### config.mk
export PLATFORM = sky130hd
export DESIGN_NAME = i2sp_top
export DESIGN_NICKNAME = d
export VERILOG_FILES = /design/src/i2sp_pkg.sv /design/src/i2sp_sync.sv /design/src/i2sp_top.sv
export SDC_FILE = /design/constraint.sdc
export NUM_CORES = 1
export LEC_CHECK = 0
export BUFFER_PORTS_ARGS = -buffer_cell sky130_fd_sc_hd__buf_4
export CORE_ASPECT_RATIO = 1.4
export CORE_UTILIZATION = 53
export CTS_BUF_LIST = sky130_fd_sc_hd__clkbuf_4
export DETAILED_ROUTE_END_ITERATION = 10
export PLACE_DENSITY = 0.86
export SKIP_LAST_GASP = 1
export SLEW_MARGIN = 10
export SYNTH_ARGS = -nofsm -noshare
export SYNTH_HDL_FRONTEND = slang
export SYNTH_HIERARCHICAL = 1
export SYNTH_SLANG_ARGS = --single-unit
export TNS_END_PERCENT = 1
### constraint.sdc
create_clock -name core_clk -period 2.7 [get_ports core_clk]
set_input_delay 0.135 -clock core_clk [delete_from_list [all_inputs] [get_ports core_clk]]
set_output_delay 0.135 -clock core_clk [all_outputs]
set_load 0.02 [all_outputs]
### src/i2sp_pkg.sv
// Package: register map, field layouts, reset values and divider figures
package i2sp_pkg;

    localparam int          AXI_AW             = 18;
    localparam int          AXI_DW             = 32;

    // Register indices; byte address is four times the index
    localparam logic [15:0] PRESCALER_MODE_IDX = 16'hffb2;
    localparam logic [15:0] BUS_STATUS_IDX     = 16'hffa0;
    localparam logic [15:0] BUS_CONTROL_IDX    = 16'hffa1;

    localparam logic [7:0]  PRESCALER_MODE_RST = 8'h00;
    localparam logic [7:0]  BUS_STATUS_RST     = 8'h00;
    localparam logic [7:0]  BUS_CONTROL_RST    = 8'h00;

    localparam logic [1:0]  RESP_OKAY          = 2'h0;
    localparam logic [1:0]  RESP_SLVERR        = 2'h2;

    // Bus control field positions
    localparam int          CTL_UNIT_EN_BIT    = 7;
    localparam int          CTL_BUS_REL_BIT    = 6;
    localparam int          CTL_WAIT_REL_BIT   = 5;
    localparam int          CTL_CLK_DRIVE_BIT  = 4;
    localparam int          CTL_TX_SET_BIT     = 3;
    localparam int          CTL_DATA_OUT_BIT   = 0;

    // Transfer clock divide ratios
    localparam logic [7:0]  DIV_NORMAL_00      = 8'h2c;
    localparam logic [7:0]  DIV_NORMAL_01      = 8'h56;
    localparam logic [7:0]  DIV_NORMAL_10      = 8'hac;
    localparam logic [7:0]  DIV_NORMAL_TMR     = 8'h42;
    localparam logic [7:0]  DIV_FAST_0X        = 8'h18;
    localparam logic [7:0]  DIV_FAST_10        = 8'h30;
    localparam logic [7:0]  DIV_FAST_TMR       = 8'h12;

    // Serial clock counts within a byte
    localparam logic [3:0]  CLK_NONE           = 4'h0;
    localparam logic [3:0]  CLK_EIGHTH         = 4'h8;
    localparam logic [3:0]  CLK_NINTH          = 4'h9;
    localparam logic [3:0]  CLK_FIRST          = 4'h1;

    // Input filter: cycles a new level must persist
    localparam logic [2:0]  FILTER_CYCLES      = 3'h4;

    typedef struct packed {
        logic [1:0] zero;
        logic       clock_level_monitor;
        logic       data_level_monitor;
        logic       speed_mode_select;
        logic       filter_enable;
        logic       divider_select_hi;
        logic       divider_select_lo;
    } i2sp_prescaler_t;

    typedef struct packed {
        logic [3:0] zero;
        logic       transmit_state_flag;
        logic       ack_detected_flag;
        logic       start_detected_flag;
        logic       stop_detected_flag;
    } i2sp_flags_t;

    typedef enum logic [1:0] {SCL_IDLE, SCL_LOW, SCL_HIGH} i2sp_scl_state_t;

endpackage

### src/i2sp_sync.sv
// Two-flop synchroniser for line inputs
`timescale 1ns/10ps
module i2sp_sync #(
    parameter int WIDTH = 1
) (
    input  wire logic             core_clk,
    input  wire logic             rstn,
    input  wire logic [WIDTH-1:0] async_in,
    output logic      [WIDTH-1:0] sync_out
);
    logic [WIDTH-1:0] meta_reg;
    logic [WIDTH-1:0] meta_next;
    logic [WIDTH-1:0] sync_reg;
    logic [WIDTH-1:0] sync_next;

    always_comb begin
        meta_next = async_in;
        sync_next = meta_reg;
    end

    // Idle bus lines are high
    always_ff @(posedge core_clk or negedge rstn) begin
        if (!rstn) begin
            meta_reg <= '1;
            sync_reg <= '1;
        end else begin
            meta_reg <= meta_next;
            sync_reg <= sync_next;
        end
    end

    assign sync_out = sync_reg;
endmodule

### src/i2sp_top.sv
// Two-wire bus status flags, prescaler register and transfer clock divider
//
// Function
// - Wait release clears transmit flag, floats data
// - Ack flag set on low ninth-clock data
// - Ack cleared: stop, next byte, release, disable
// - Start flag set on detected start
// - Start cleared: stop, post-address byte, release, disable
// - Stop flag set on detected stop
// - Stop flag holds until next address byte or disable
// - Prescaler resets to zero, only bits 3:0 writable
// - Monitor bits read-only, bits 7:6 zero
// - Clock monitor shows line, zero when disabled
// - Data monitor shows line, zero when disabled
// - Speed bit picks normal or fast table
// - Normal divides 44, 86, 172, timer 66
// - Fast divides 24, 24, 48, timer 18
// - Filter bit never changes divider
// - Filter bit switches input filter
//
// Chosen here: the AXI4-Lite interface to the registers.
`timescale 1ns/10ps
module i2sp_top
    import i2sp_pkg::*;
(
    input  wire logic              core_clk,
    input  wire logic              rstn,
    input  wire logic [AXI_AW-1:0] s_axi_awaddr,
    input  wire logic              s_axi_awvalid,
    output logic                   s_axi_awready,
    input  wire logic [AXI_DW-1:0] s_axi_wdata,
    input  wire logic [3:0]        s_axi_wstrb,
    input  wire logic              s_axi_wvalid,
    output logic                   s_axi_wready,
    output logic      [1:0]        s_axi_bresp,
    output logic                   s_axi_bvalid,
    input  wire logic              s_axi_bready,
    input  wire logic [AXI_AW-1:0] s_axi_araddr,
    input  wire logic              s_axi_arvalid,
    output logic                   s_axi_arready,
    output logic      [AXI_DW-1:0] s_axi_rdata,
    output logic      [1:0]        s_axi_rresp,
    output logic                   s_axi_rvalid,
    input  wire logic              s_axi_rready,
    input  wire logic              serial_clock_pin_in,
    output logic                   serial_clock_pin_out,
    output logic                   serial_clock_pin_oe_n,
    input  wire logic              serial_data_pin_in,
    output logic                   serial_data_pin_out,
    output logic                   serial_data_pin_oe_n,
    input  wire logic              timer_source
);
    logic            scl_s;
    logic            sda_s;
    // Register bus state
    logic            awready_reg, awready_next, wready_reg, wready_next;
    logic            aw_held_reg, aw_held_next, w_held_reg, w_held_next;
    logic [15:0]     waddr_reg, waddr_next;
    logic [7:0]      wdata_reg, wdata_next;
    logic            wstrb_reg, wstrb_next;
    logic            bvalid_reg, bvalid_next, arready_reg, arready_next;
    logic            rvalid_reg, rvalid_next;
    logic [1:0]      bresp_reg, bresp_next, rresp_reg, rresp_next;
    logic [7:0]      rdata_reg, rdata_next;
    logic            do_wr, wr_pm, wr_ctl, wr_hit;
    logic [15:0]     raddr;
    // Registers
    i2sp_prescaler_t pm_reg, pm_next, pm_view;
    logic [7:0]      ctl_reg, ctl_next;
    i2sp_flags_t     flags_reg, flags_next;
    logic            unit_en, rel_pulse, wrel_pulse, txset_pulse;
    // Line conditioning and bus monitor
    logic [1:0]      line_reg, line_next, line_q_reg, line_q_next;
    logic [2:0]      filt_cnt_reg [2];
    logic [2:0]      filt_cnt_next [2];
    logic [1:0]      raw_line;
    logic [3:0]      bit_cnt_reg, bit_cnt_next;
    logic            addr_byte_reg, addr_byte_next, en_q_reg, en_q_next;
    logic            scl_rise, start_ev, stop_ev, en_fall, first_clk, ninth_clk;
    logic            ack_set, ack_clr, std_clr, spd_clr, tx_clr;
    // Transfer clock divider
    i2sp_scl_state_t scl_state_reg, scl_state_next;
    logic [7:0]      div_cnt_reg, div_cnt_next, div_ratio, div_half;
    logic            use_tmr, div_tick;
    logic            scl_oe_n_reg, scl_oe_n_next, sda_oe_n_reg, sda_oe_n_next;

    i2sp_sync #(.WIDTH(2)) u_sync (
        .core_clk (core_clk),
        .rstn     (rstn),
        .async_in ({serial_clock_pin_in, serial_data_pin_in}),
        .sync_out ({scl_s, sda_s})
    );

    // Register bus slave
    assign raddr  = s_axi_araddr[AXI_AW-1:2];
    assign do_wr  = aw_held_reg && w_held_reg && !bvalid_reg;
    assign wr_pm  = do_wr && wstrb_reg && (waddr_reg == PRESCALER_MODE_IDX);
    assign wr_ctl = do_wr && wstrb_reg && (waddr_reg == BUS_CONTROL_IDX);
    assign wr_hit = (waddr_reg == PRESCALER_MODE_IDX) || (waddr_reg == BUS_CONTROL_IDX)
                    || (waddr_reg == BUS_STATUS_IDX);

    always_comb begin
        aw_held_next = aw_held_reg;
        w_held_next  = w_held_reg;
        waddr_next   = waddr_reg;
        wdata_next   = wdata_reg;
        wstrb_next   = wstrb_reg;
        bvalid_next  = bvalid_reg;
        bresp_next   = bresp_reg;
        rvalid_next  = rvalid_reg;
        rresp_next   = rresp_reg;
        rdata_next   = rdata_reg;
        if (s_axi_awvalid && awready_reg) begin
            aw_held_next = 1'b1;
            waddr_next   = s_axi_awaddr[AXI_AW-1:2];
        end
        if (s_axi_wvalid && wready_reg) begin
            w_held_next = 1'b1;
            wdata_next  = s_axi_wdata[7:0];
            wstrb_next  = s_axi_wstrb[0];
        end
        if (do_wr) begin
            aw_held_next = 1'b0;
            w_held_next  = 1'b0;
            bvalid_next  = 1'b1;
            bresp_next   = wr_hit ? RESP_OKAY : RESP_SLVERR;
        end else if (bvalid_reg && s_axi_bready) begin
            bvalid_next = 1'b0;
        end
        if (s_axi_arvalid && arready_reg) begin
            rvalid_next = 1'b1;
            rresp_next  = RESP_OKAY;
            if (raddr == PRESCALER_MODE_IDX) begin
                rdata_next = pm_view;
            end else if (raddr == BUS_STATUS_IDX) begin
                rdata_next = flags_reg;
            end else if (raddr == BUS_CONTROL_IDX) begin
                rdata_next = ctl_reg;
            end else begin
                rdata_next = 8'h00;
                rresp_next = RESP_SLVERR;
            end
        end else if (rvalid_reg && s_axi_rready) begin
            rvalid_next = 1'b0;
        end
        awready_next = !aw_held_next && !bvalid_next;
        wready_next  = !w_held_next && !bvalid_next;
        arready_next = !rvalid_next;
    end

    always_ff @(posedge core_clk or negedge rstn) begin
        if (!rstn) begin
            awready_reg <= 1'b0;
            wready_reg  <= 1'b0;
            aw_held_reg <= 1'b0;
            w_held_reg  <= 1'b0;
            waddr_reg   <= 16'h0000;
            wdata_reg   <= 8'h00;
            wstrb_reg   <= 1'b0;
            bvalid_reg  <= 1'b0;
            bresp_reg   <= RESP_OKAY;
            arready_reg <= 1'b0;
            rvalid_reg  <= 1'b0;
            rresp_reg   <= RESP_OKAY;
            rdata_reg   <= 8'h00;
        end else begin
            awready_reg <= awready_next;
            wready_reg  <= wready_next;
            aw_held_reg <= aw_held_next;
            w_held_reg  <= w_held_next;
            waddr_reg   <= waddr_next;
            wdata_reg   <= wdata_next;
            wstrb_reg   <= wstrb_next;
            bvalid_reg  <= bvalid_next;
            bresp_reg   <= bresp_next;
            arready_reg <= arready_next;
            rvalid_reg  <= rvalid_next;
            rresp_reg   <= rresp_next;
            rdata_reg   <= rdata_next;
        end
    end

    assign s_axi_awready = awready_reg;
    assign s_axi_wready  = wready_reg;
    assign s_axi_bvalid  = bvalid_reg;
    assign s_axi_bresp   = bresp_reg;
    assign s_axi_arready = arready_reg;
    assign s_axi_rvalid  = rvalid_reg;
    assign s_axi_rresp   = rresp_reg;
    assign s_axi_rdata   = {24'h00_0000, rdata_reg};

    // Control and prescaler registers
    assign unit_en     = ctl_reg[CTL_UNIT_EN_BIT];
    assign rel_pulse   = wr_ctl && wdata_reg[CTL_BUS_REL_BIT];
    assign wrel_pulse  = wr_ctl && wdata_reg[CTL_WAIT_REL_BIT];
    assign txset_pulse = wr_ctl && wdata_reg[CTL_TX_SET_BIT];

    always_comb begin
        pm_view                     = pm_reg;
        pm_view.zero                = 2'b00;
        pm_view.clock_level_monitor = unit_en && scl_s;
        pm_view.data_level_monitor  = unit_en && sda_s;
    end

    always_comb begin
        pm_next  = pm_reg;
        ctl_next = ctl_reg;
        if (wr_pm) begin
            pm_next       = wdata_reg;
            pm_next[7:4]  = 4'h0;
        end
        if (wr_ctl) begin
            ctl_next                    = 8'h00;
            ctl_next[CTL_UNIT_EN_BIT]   = wdata_reg[CTL_UNIT_EN_BIT];
            ctl_next[CTL_CLK_DRIVE_BIT] = wdata_reg[CTL_CLK_DRIVE_BIT];
            ctl_next[CTL_DATA_OUT_BIT]  = wdata_reg[CTL_DATA_OUT_BIT];
        end
    end

    always_ff @(posedge core_clk or negedge rstn) begin
        if (!rstn) begin
            pm_reg  <= PRESCALER_MODE_RST;
            ctl_reg <= BUS_CONTROL_RST;
        end else begin
            pm_reg  <= pm_next;
            ctl_reg <= ctl_next;
        end
    end

    // Input filter and bus condition monitor
    assign raw_line  = {scl_s, sda_s};
    assign scl_rise  = unit_en && line_reg[1] && !line_q_reg[1];
    assign start_ev  = unit_en && line_reg[1] && line_q_reg[1] && !line_reg[0] && line_q_reg[0];
    assign stop_ev   = unit_en && line_reg[1] && line_q_reg[1] && line_reg[0] && !line_q_reg[0];
    assign en_fall   = en_q_reg && !unit_en;
    assign first_clk = scl_rise && ((bit_cnt_reg == CLK_NINTH) || (bit_cnt_reg == CLK_NONE));
    assign ninth_clk = scl_rise && (bit_cnt_reg == CLK_EIGHTH);
    assign ack_set   = ninth_clk && !line_reg[0];
    assign ack_clr   = stop_ev || first_clk || rel_pulse || en_fall;
    assign std_clr   = stop_ev || (first_clk && addr_byte_reg && bit_cnt_reg == CLK_NINTH)
                       || rel_pulse || en_fall;
    assign spd_clr   = (first_clk && addr_byte_reg && bit_cnt_reg == CLK_NONE) || en_fall;
    assign tx_clr    = wrel_pulse || rel_pulse || en_fall || stop_ev;

    always_comb begin
        line_next      = line_reg;
        line_q_next    = line_reg;
        bit_cnt_next   = bit_cnt_reg;
        addr_byte_next = addr_byte_reg;
        en_q_next      = unit_en;
        flags_next     = flags_reg;
        for (int i = 0; i < 2; i++) begin
            filt_cnt_next[i] = 3'h0;
            if (!pm_reg.filter_enable) begin
                line_next[i] = raw_line[i];
            end else if (raw_line[i] != line_reg[i]) begin
                filt_cnt_next[i] = filt_cnt_reg[i] + 3'h1;
                if (filt_cnt_reg[i] == FILTER_CYCLES - 3'h1) begin
                    line_next[i]     = raw_line[i];
                    filt_cnt_next[i] = 3'h0;
                end
            end
        end
        if (!unit_en || stop_ev) begin
            bit_cnt_next   = CLK_NONE;
            addr_byte_next = 1'b0;
        end else if (start_ev) begin
            bit_cnt_next   = CLK_NONE;
            addr_byte_next = 1'b1;
        end else if (scl_rise) begin
            bit_cnt_next = (bit_cnt_reg == CLK_NINTH) ? CLK_FIRST : bit_cnt_reg + CLK_FIRST;
            if (bit_cnt_reg == CLK_NINTH) begin
                addr_byte_next = 1'b0;
            end
        end
        // Clears first so that a coincident set wins
        if (ack_clr) flags_next.ack_detected_flag = 1'b0;
        if (std_clr) flags_next.start_detected_flag = 1'b0;
        if (spd_clr) flags_next.stop_detected_flag = 1'b0;
        if (tx_clr) flags_next.transmit_state_flag = 1'b0;
        if (ack_set) flags_next.ack_detected_flag = 1'b1;
        if (start_ev) flags_next.start_detected_flag = 1'b1;
        if (stop_ev) flags_next.stop_detected_flag = 1'b1;
        if (txset_pulse && unit_en) flags_next.transmit_state_flag = 1'b1;
        flags_next.zero = 4'h0;
    end

    always_ff @(posedge core_clk or negedge rstn) begin
        if (!rstn) begin
            line_reg      <= 2'b11;
            line_q_reg    <= 2'b11;
            filt_cnt_reg  <= '{3'h0, 3'h0};
            bit_cnt_reg   <= CLK_NONE;
            addr_byte_reg <= 1'b0;
            en_q_reg      <= 1'b0;
            flags_reg     <= BUS_STATUS_RST;
        end else begin
            line_reg      <= line_next;
            line_q_reg    <= line_q_next;
            filt_cnt_reg  <= filt_cnt_next;
            bit_cnt_reg   <= bit_cnt_next;
            addr_byte_reg <= addr_byte_next;
            en_q_reg      <= en_q_next;
            flags_reg     <= flags_next;
        end
    end

    // Transfer clock divider; filter bit deliberately not decoded
    always_comb begin
        use_tmr   = 1'b0;
        div_ratio = DIV_NORMAL_00;
        case ({pm_reg.speed_mode_select, pm_reg.divider_select_hi,
               pm_reg.divider_select_lo})
            3'b000:  div_ratio = DIV_NORMAL_00;
            3'b001:  div_ratio = DIV_NORMAL_01;
            3'b010:  div_ratio = DIV_NORMAL_10;
            3'b011: begin
                div_ratio = DIV_NORMAL_TMR;
                use_tmr   = 1'b1;
            end
            3'b100, 3'b101: div_ratio = DIV_FAST_0X;
            3'b110:  div_ratio = DIV_FAST_10;
            3'b111: begin
                div_ratio = DIV_FAST_TMR;
                use_tmr   = 1'b1;
            end
            default: div_ratio = DIV_NORMAL_00;
        endcase
    end

    assign div_half = {1'b0, div_ratio[7:1]} - 8'h01;
    assign div_tick = use_tmr ? timer_source : 1'b1;

    always_comb begin
        scl_state_next = scl_state_reg;
        div_cnt_next   = div_cnt_reg;
        case (scl_state_reg)
            SCL_IDLE: begin
                div_cnt_next = div_half;
                if (unit_en && ctl_reg[CTL_CLK_DRIVE_BIT]) scl_state_next = SCL_LOW;
            end
            SCL_LOW: begin
                if (div_tick) begin
                    div_cnt_next = div_cnt_reg - 8'h01;
                    if (div_cnt_reg == 8'h00) begin
                        div_cnt_next   = div_half;
                        scl_state_next = SCL_HIGH;
                    end
                end
            end
            SCL_HIGH: begin
                if (div_tick && line_reg[1]) begin
                    div_cnt_next = div_cnt_reg - 8'h01;
                    if (div_cnt_reg == 8'h00) begin
                        div_cnt_next   = div_half;
                        scl_state_next = SCL_LOW;
                    end
                end
            end
            default: scl_state_next = SCL_IDLE;
        endcase
        if (!unit_en || !ctl_reg[CTL_CLK_DRIVE_BIT]) scl_state_next = SCL_IDLE;
        scl_oe_n_next = (scl_state_next != SCL_LOW);
        sda_oe_n_next = !(flags_next.transmit_state_flag && unit_en
                          && !ctl_reg[CTL_DATA_OUT_BIT]);
    end

    always_ff @(posedge core_clk or negedge rstn) begin
        if (!rstn) begin
            scl_state_reg <= SCL_IDLE;
            div_cnt_reg   <= 8'h00;
            scl_oe_n_reg  <= 1'b1;
            sda_oe_n_reg  <= 1'b1;
        end else begin
            scl_state_reg <= scl_state_next;
            div_cnt_reg   <= div_cnt_next;
            scl_oe_n_reg  <= scl_oe_n_next;
            sda_oe_n_reg  <= sda_oe_n_next;
        end
    end

    assign serial_clock_pin_oe_n = scl_oe_n_reg;
    assign serial_data_pin_oe_n  = sda_oe_n_reg;
    assign serial_clock_pin_out  = 1'b0;
    assign serial_data_pin_out   = 1'b0;
endmodule

# [After elaboration in Yosys (flattened, before gate mapping)]
# Index checks and enable logic that the tools add are counted.
[totals] register_bits=87 input_bits=82 output_inout_bits=45 wordCells=205
[classes] add_sub_neg=5 eq_ne=28 n_mux=57 n_reduce_logical=79
[op_table] cell="16-bit == test (second input constant)" count=6
[op_table] cell="8-bit one-hot mux with 7 select lines" count=1
[op_table] cell="8-bit 2-to-1 mux" count=6
[op_table] cell="1-bit logical AND" count=36
[op_table] cell="1-bit 2-to-1 mux" count=28
[op_table] cell="8-bit one-hot mux with 3 select lines" count=1
[op_table] cell="2-bit 2-to-1 mux" count=10
[op_table] cell="3-bit 2-to-1 mux" count=6
[op_table] cell="4-bit 2-to-1 mux" count=4
[op_table] cell="1-bit logical OR" count=15
[op_table] cell="3-bit by 2-bit == test with 1-bit output (second input constant)" count=4
[op_table] cell="3-bit == test (second input constant)" count=4
[op_table] cell="1-bit logical NOT" count=12
[op_table] cell="2-bit by 1-bit inequality test with 1-bit output (second input constant)" count=5
[op_table] cell="3-bit nonzero test" count=3
[op_table] cell="4-bit == test (second input constant)" count=2
[op_table] cell="8-bit logical NOT" count=1
[op_table] cell="7-bit by 1-bit subtractor with 8-bit output (second input constant)" count=1
[op_table] cell="8-bit by 1-bit subtractor with 8-bit output (second input constant)" count=1
[op_table] cell="3-bit by 1-bit adder with 3-bit output (second input constant)" count=2
[op_table] cell="2-bit one-hot mux with 3 select lines" count=1
[op_table] cell="2-bit AND reduction" count=3
[op_table] cell="2-bit nonzero test" count=3
[op_table] cell="4-bit by 1-bit adder with 4-bit output (second input constant)" count=1
[op_table] cell="10 further kinds" count=13

# [Longest topological paths before layout]
[logic_depth] depth_word=13 mapped_depth=7 depth_no_buf=6

# [Modules after synthesis]
# Netlist, hierarchy kept.
[by_module_without_submodules] module="i2sp_top" n_inst=1 cells_per_inst=369 area_each_um2=4031.4 seq_area_each_um2=2009.4
[by_module_without_submodules] module="i2sp_sync" n_inst=1 cells_per_inst=4 area_each_um2=105.1 seq_area_each_um2=105.1

# [Worst setup path before layout]
# Ideal clock, no wire load.
[synth_timing] kind="reg-to-reg" startpoint="register waddr_reg[3]" endpoint="register pm_reg[0] (netlist bit)" t_arrival_ns=2.091 required_time_ns=2.575 path_slack_ns=0.484 stages_incl_launch_ff=6 n_path_buf=1 period_less_slack_ns=2.216 cell_sequence="dfrtp_1 > or4b_1 > or4_1 > buf_2 > nor3_4 > mux2_2"
[synth_via] elab_chain_len=2
[synth_lines] item="from (decl)" line="i2sp_top.sv:58" source="logic [15:0] waddr_reg, waddr_next;"
[synth_lines] item="from (signal assigned)" line="i2sp_top.sv:171" source="waddr_reg <= waddr_next;"
[synth_lines] item="16-bit == test" line="i2sp_top.sv:97" source="assign wr_pm = do_wr && wstrb_reg && (waddr_reg == PRESCALER_MODE_IDX);"
[synth_lines] item="1-bit logical AND" line="i2sp_top.sv:97"
[synth_lines] item="to (signal assigned)" line="i2sp_top.sv:225" source="pm_reg <= pm_next;"
[synth_lines] item="to (decl)" line="i2sp_top.sv:68" source="i2sp_prescaler_t pm_reg, pm_next, pm_view;"
# Every way passes these cells.
# A chain may end at the register's enable or synchronous reset.

# [Final worst setup path]
[layout_timing] startpoint="register waddr_reg[3]" endpoint="register pm_reg[2] (netlist bit)"
# Same word-level chain as after synthesis.

==> impl_metrics.toml <==
[routing]
drtPass1Iterations = 4
wl_per_cell_um = 15.3
via_per_inst = 5.47
first_iter_violations = 228
wl_um = 8770
vias = 3147
route.detailed.drc = 0
drt-met1-wl_um = 3380
dr_wl_met2_um = 4780
topRoutingLayerUsed = "met4"
wl_met3_um = 418
ant_nets = 0

[sta]
setup_viol = 0
max_freq_ghz = 0.403
hold_violations = 0
skew_ps = 15.6
period_share_pct = 91.8
post-route-worst-setup-slack_ps = 220
worstMarginPinSlew_ps = 1030
tns_ps = 0
slew_headroom_pct = 31.7
drv_slew = 0
rsz0062_at_grt = "false"
period_needed_ps = 2480

[min_path]
hp-class = "primary input to register"

[place]
dp_slack_ps = 271
place_hpwl_um = 5850
dp.cells = 525
port_buffers = 66
globalplace.congestion = 0.827

[logic_synthesis]
synthCells = 373
synthFlopType = "dfrtp_1"
synth.most_common_cell = "dfrtp_1"
yosys.area.top_type = "dfrtp_1"
yosysWarnings = 6
synth_common_cells = "dfrtp_1 (74), mux2_2 (36), buf_4 (29), nand2_1 (29), o21ai_0 (20)"
synth.distinct_cells = 59
postSynthAreaPerCell_um2 = 11.1
ys_ff_latch = 84
yosys.area.top_type_share_pct = 44.8
ys_seq_area_share_pct = 51.1
syn_area_um2 = 4140
synth-async-reset-ratio_pct = 100
synth_edf_count = 0
ys_top_cells_by_area = "dfrtp_1 (45%), mux2_2 (9.8%), dfstp_2 (6.4%), buf_4 (5.3%), ha_1 (3.0%)"

[global_route]
first_global_vias = 3161
overflow = 0
grt_pass1_wl_um = 14500
track_usage_pct = 23.1
grt_start_max_net_pins = 85
antenna_found_initial = 0

[die]
die_height_um = 107
io_pins = 127
die-area_um2 = 8170
start_util_pct = 55.5
core_um2 = 7450
die_w_um = 76.7
num_rows = 37

[clocking]
cts_resized = 0
cts_max_level = 3
clockBufferDepth = 2
clock-sinks = 84
insertion_delay_ps = 430
postCtsSetupBuffers = 0
cts_tree = "done"
cts_hold_buf = 34
cts-root-buf = "clkbuf_4"
cts_buffers = 9
clkTransAtPathRegs_ps = 130

[cells_and_area]
largest_reg_flops = 16
num-nets-final = 565
final_cells = 575
syn_to_final_growth_pct = 23.0
layout-drive-gt1-share_pct = 29.3
antenna_cells = 0

[power]
peakVddDrop_mv = 0.470
powerDensity_nw_per_um2 = 597
p_leak_nw = 2.32

[setup_path]
cp-end-kind = "register"
crit_path_max_fanout = 6
worst-setup-path-type = "register to register"
critPathRequiredTime_ps = 3010
arrival_ps = 2790
startpoint_type = "register"

[run]
drv_cap = 0

[status]
status = "finished, final reports clean"
kinds of logic (layout without fill, tap and decap cells):
logic type / after synthesis / count (layout) / synth area share, %
muxes: 38 / 38 / 10.3
AOI/OAI and AO/OA: 69 / 69 / 11.6
DFF: 84 / 84 / 51.1
adders and majority gates: 10 / 10 / 3.02
other: 1 / 29 / 0.0907
xor gates and xnor gates: 3 / 3 / 0.635
and+or+nand+nor: 112 / 112 / 15.5
buffers and inverters: 56 / 133 / 7.74
per-layer routing:
metal  GRT usage [%]  vias up
met4            10.3        0
met1            24.5     1534
met3            5.75       18
li1                -     1483
met5               0        -
met2            42.5      112
critical path, stage by stage, from the launching register on:
cell and delay [ps]:
dfrtp_1 390, or4b_1 550, or4_1 700, nor3_4 360, mux2_2 370
placed cells by master (no fill, tap or decap), types with 2 or more instances in the layout:
| master | instances |
|---|---|
| nor2_1 | 14 |
| mux2i_1 | 2 |
| nor3_1 | 3 |
| nor2b_1 | 6 |
| or4_1 | 4 |
| nand2_1 | 29 |
| nand3b_1 | 5 |
| dlygate4sd3_1 | 34 |
| and4b_1 | 2 |
| conb_1 | 29 |
| mux2_2 | 36 |
| nand2b_1 | 7 |
| o32a_1 | 2 |
| a21oi_1 | 9 |
| dfstp_2 | 10 |
| a32oi_1 | 2 |
| and2_1 | 2 |
| nor3b_1 | 3 |
| nand4_1 | 4 |
| dfrtp_1 | 74 |
| xor2_1 | 2 |
| and3b_1 | 3 |
| o22a_1 | 3 |
| o21ai_0 | 20 |
| a211oi_1 | 5 |
| nand3_1 | 11 |
| a22oi_1 | 5 |
| and3_1 | 2 |
| nor4_1 | 2 |
| clkbuf_4 | 10 |
| or3_1 | 5 |
| o31ai_1 | 4 |
| buf_4 | 68 |
| inv_1 | 15 |
| nor3_4 | 2 |
| or2_2 | 3 |
| o21a_1 | 3 |
| or4b_1 | 2 |
| ha_1 | 10 |
per-stage QoR:
step / utilization [%] / cell area (µm²) / hold WS (ps) / power (W)
after global placement: 61.8 / 4610 / 243 / 0.00224
after floorplan: - / 4240 / -161 / 0.00209
final: 68.3 / 5090 / 82.8 / 0.00304
after CTS: 68.3 / 5090 / 52.3 / 0.00304
after global routing: 68.3 / 5090 / 78.5 / 0.00319
after detailed placement: 61.8 / 4610 / 244 / 0.00229
cell type report:
type	count	area (µm²)
fillers	525	2360
flip-flops and latches	84	2110
multi-input cells	261	1810
repair buffers	102	851
well taps	97	121
clock buffers	10	75.1
clock inverters	6	63.8
inverters	15	56.3
power breakdown:
group / total [W] / internal (W) / leakage [nW] / switching [W]
sequential: 0.00166 / 0.00150 / 1.04 / 0.000157
clock: 0.000712 / 0.000293 / 0.0744 / 0.000419
combinational: 0.000667 / 0.000357 / 1.20 / 0.000310
path summary, 6_finish.rpt:
path | startpoint | to | slack (ps) | cells past startpoint
max reg2reg | waddr_reg[3] | pm_reg[2] | 220 | 4
min | s_axi_araddr[6] | rdata_reg[7] | 80 | 4
min in group asynchronous | rstn | filt_cnt_reg[4] | 410 | 2
max | waddr_reg[3] | pm_reg[2] | 220 | 4
max in group asynchronous | rstn | div_cnt_reg[6] | 1630 | 2
min reg2reg | u_sync/meta_reg[1] | u_sync/sync_out[1] | 370 | 0
Note: power is estimated with default switching activity, not from simulation.
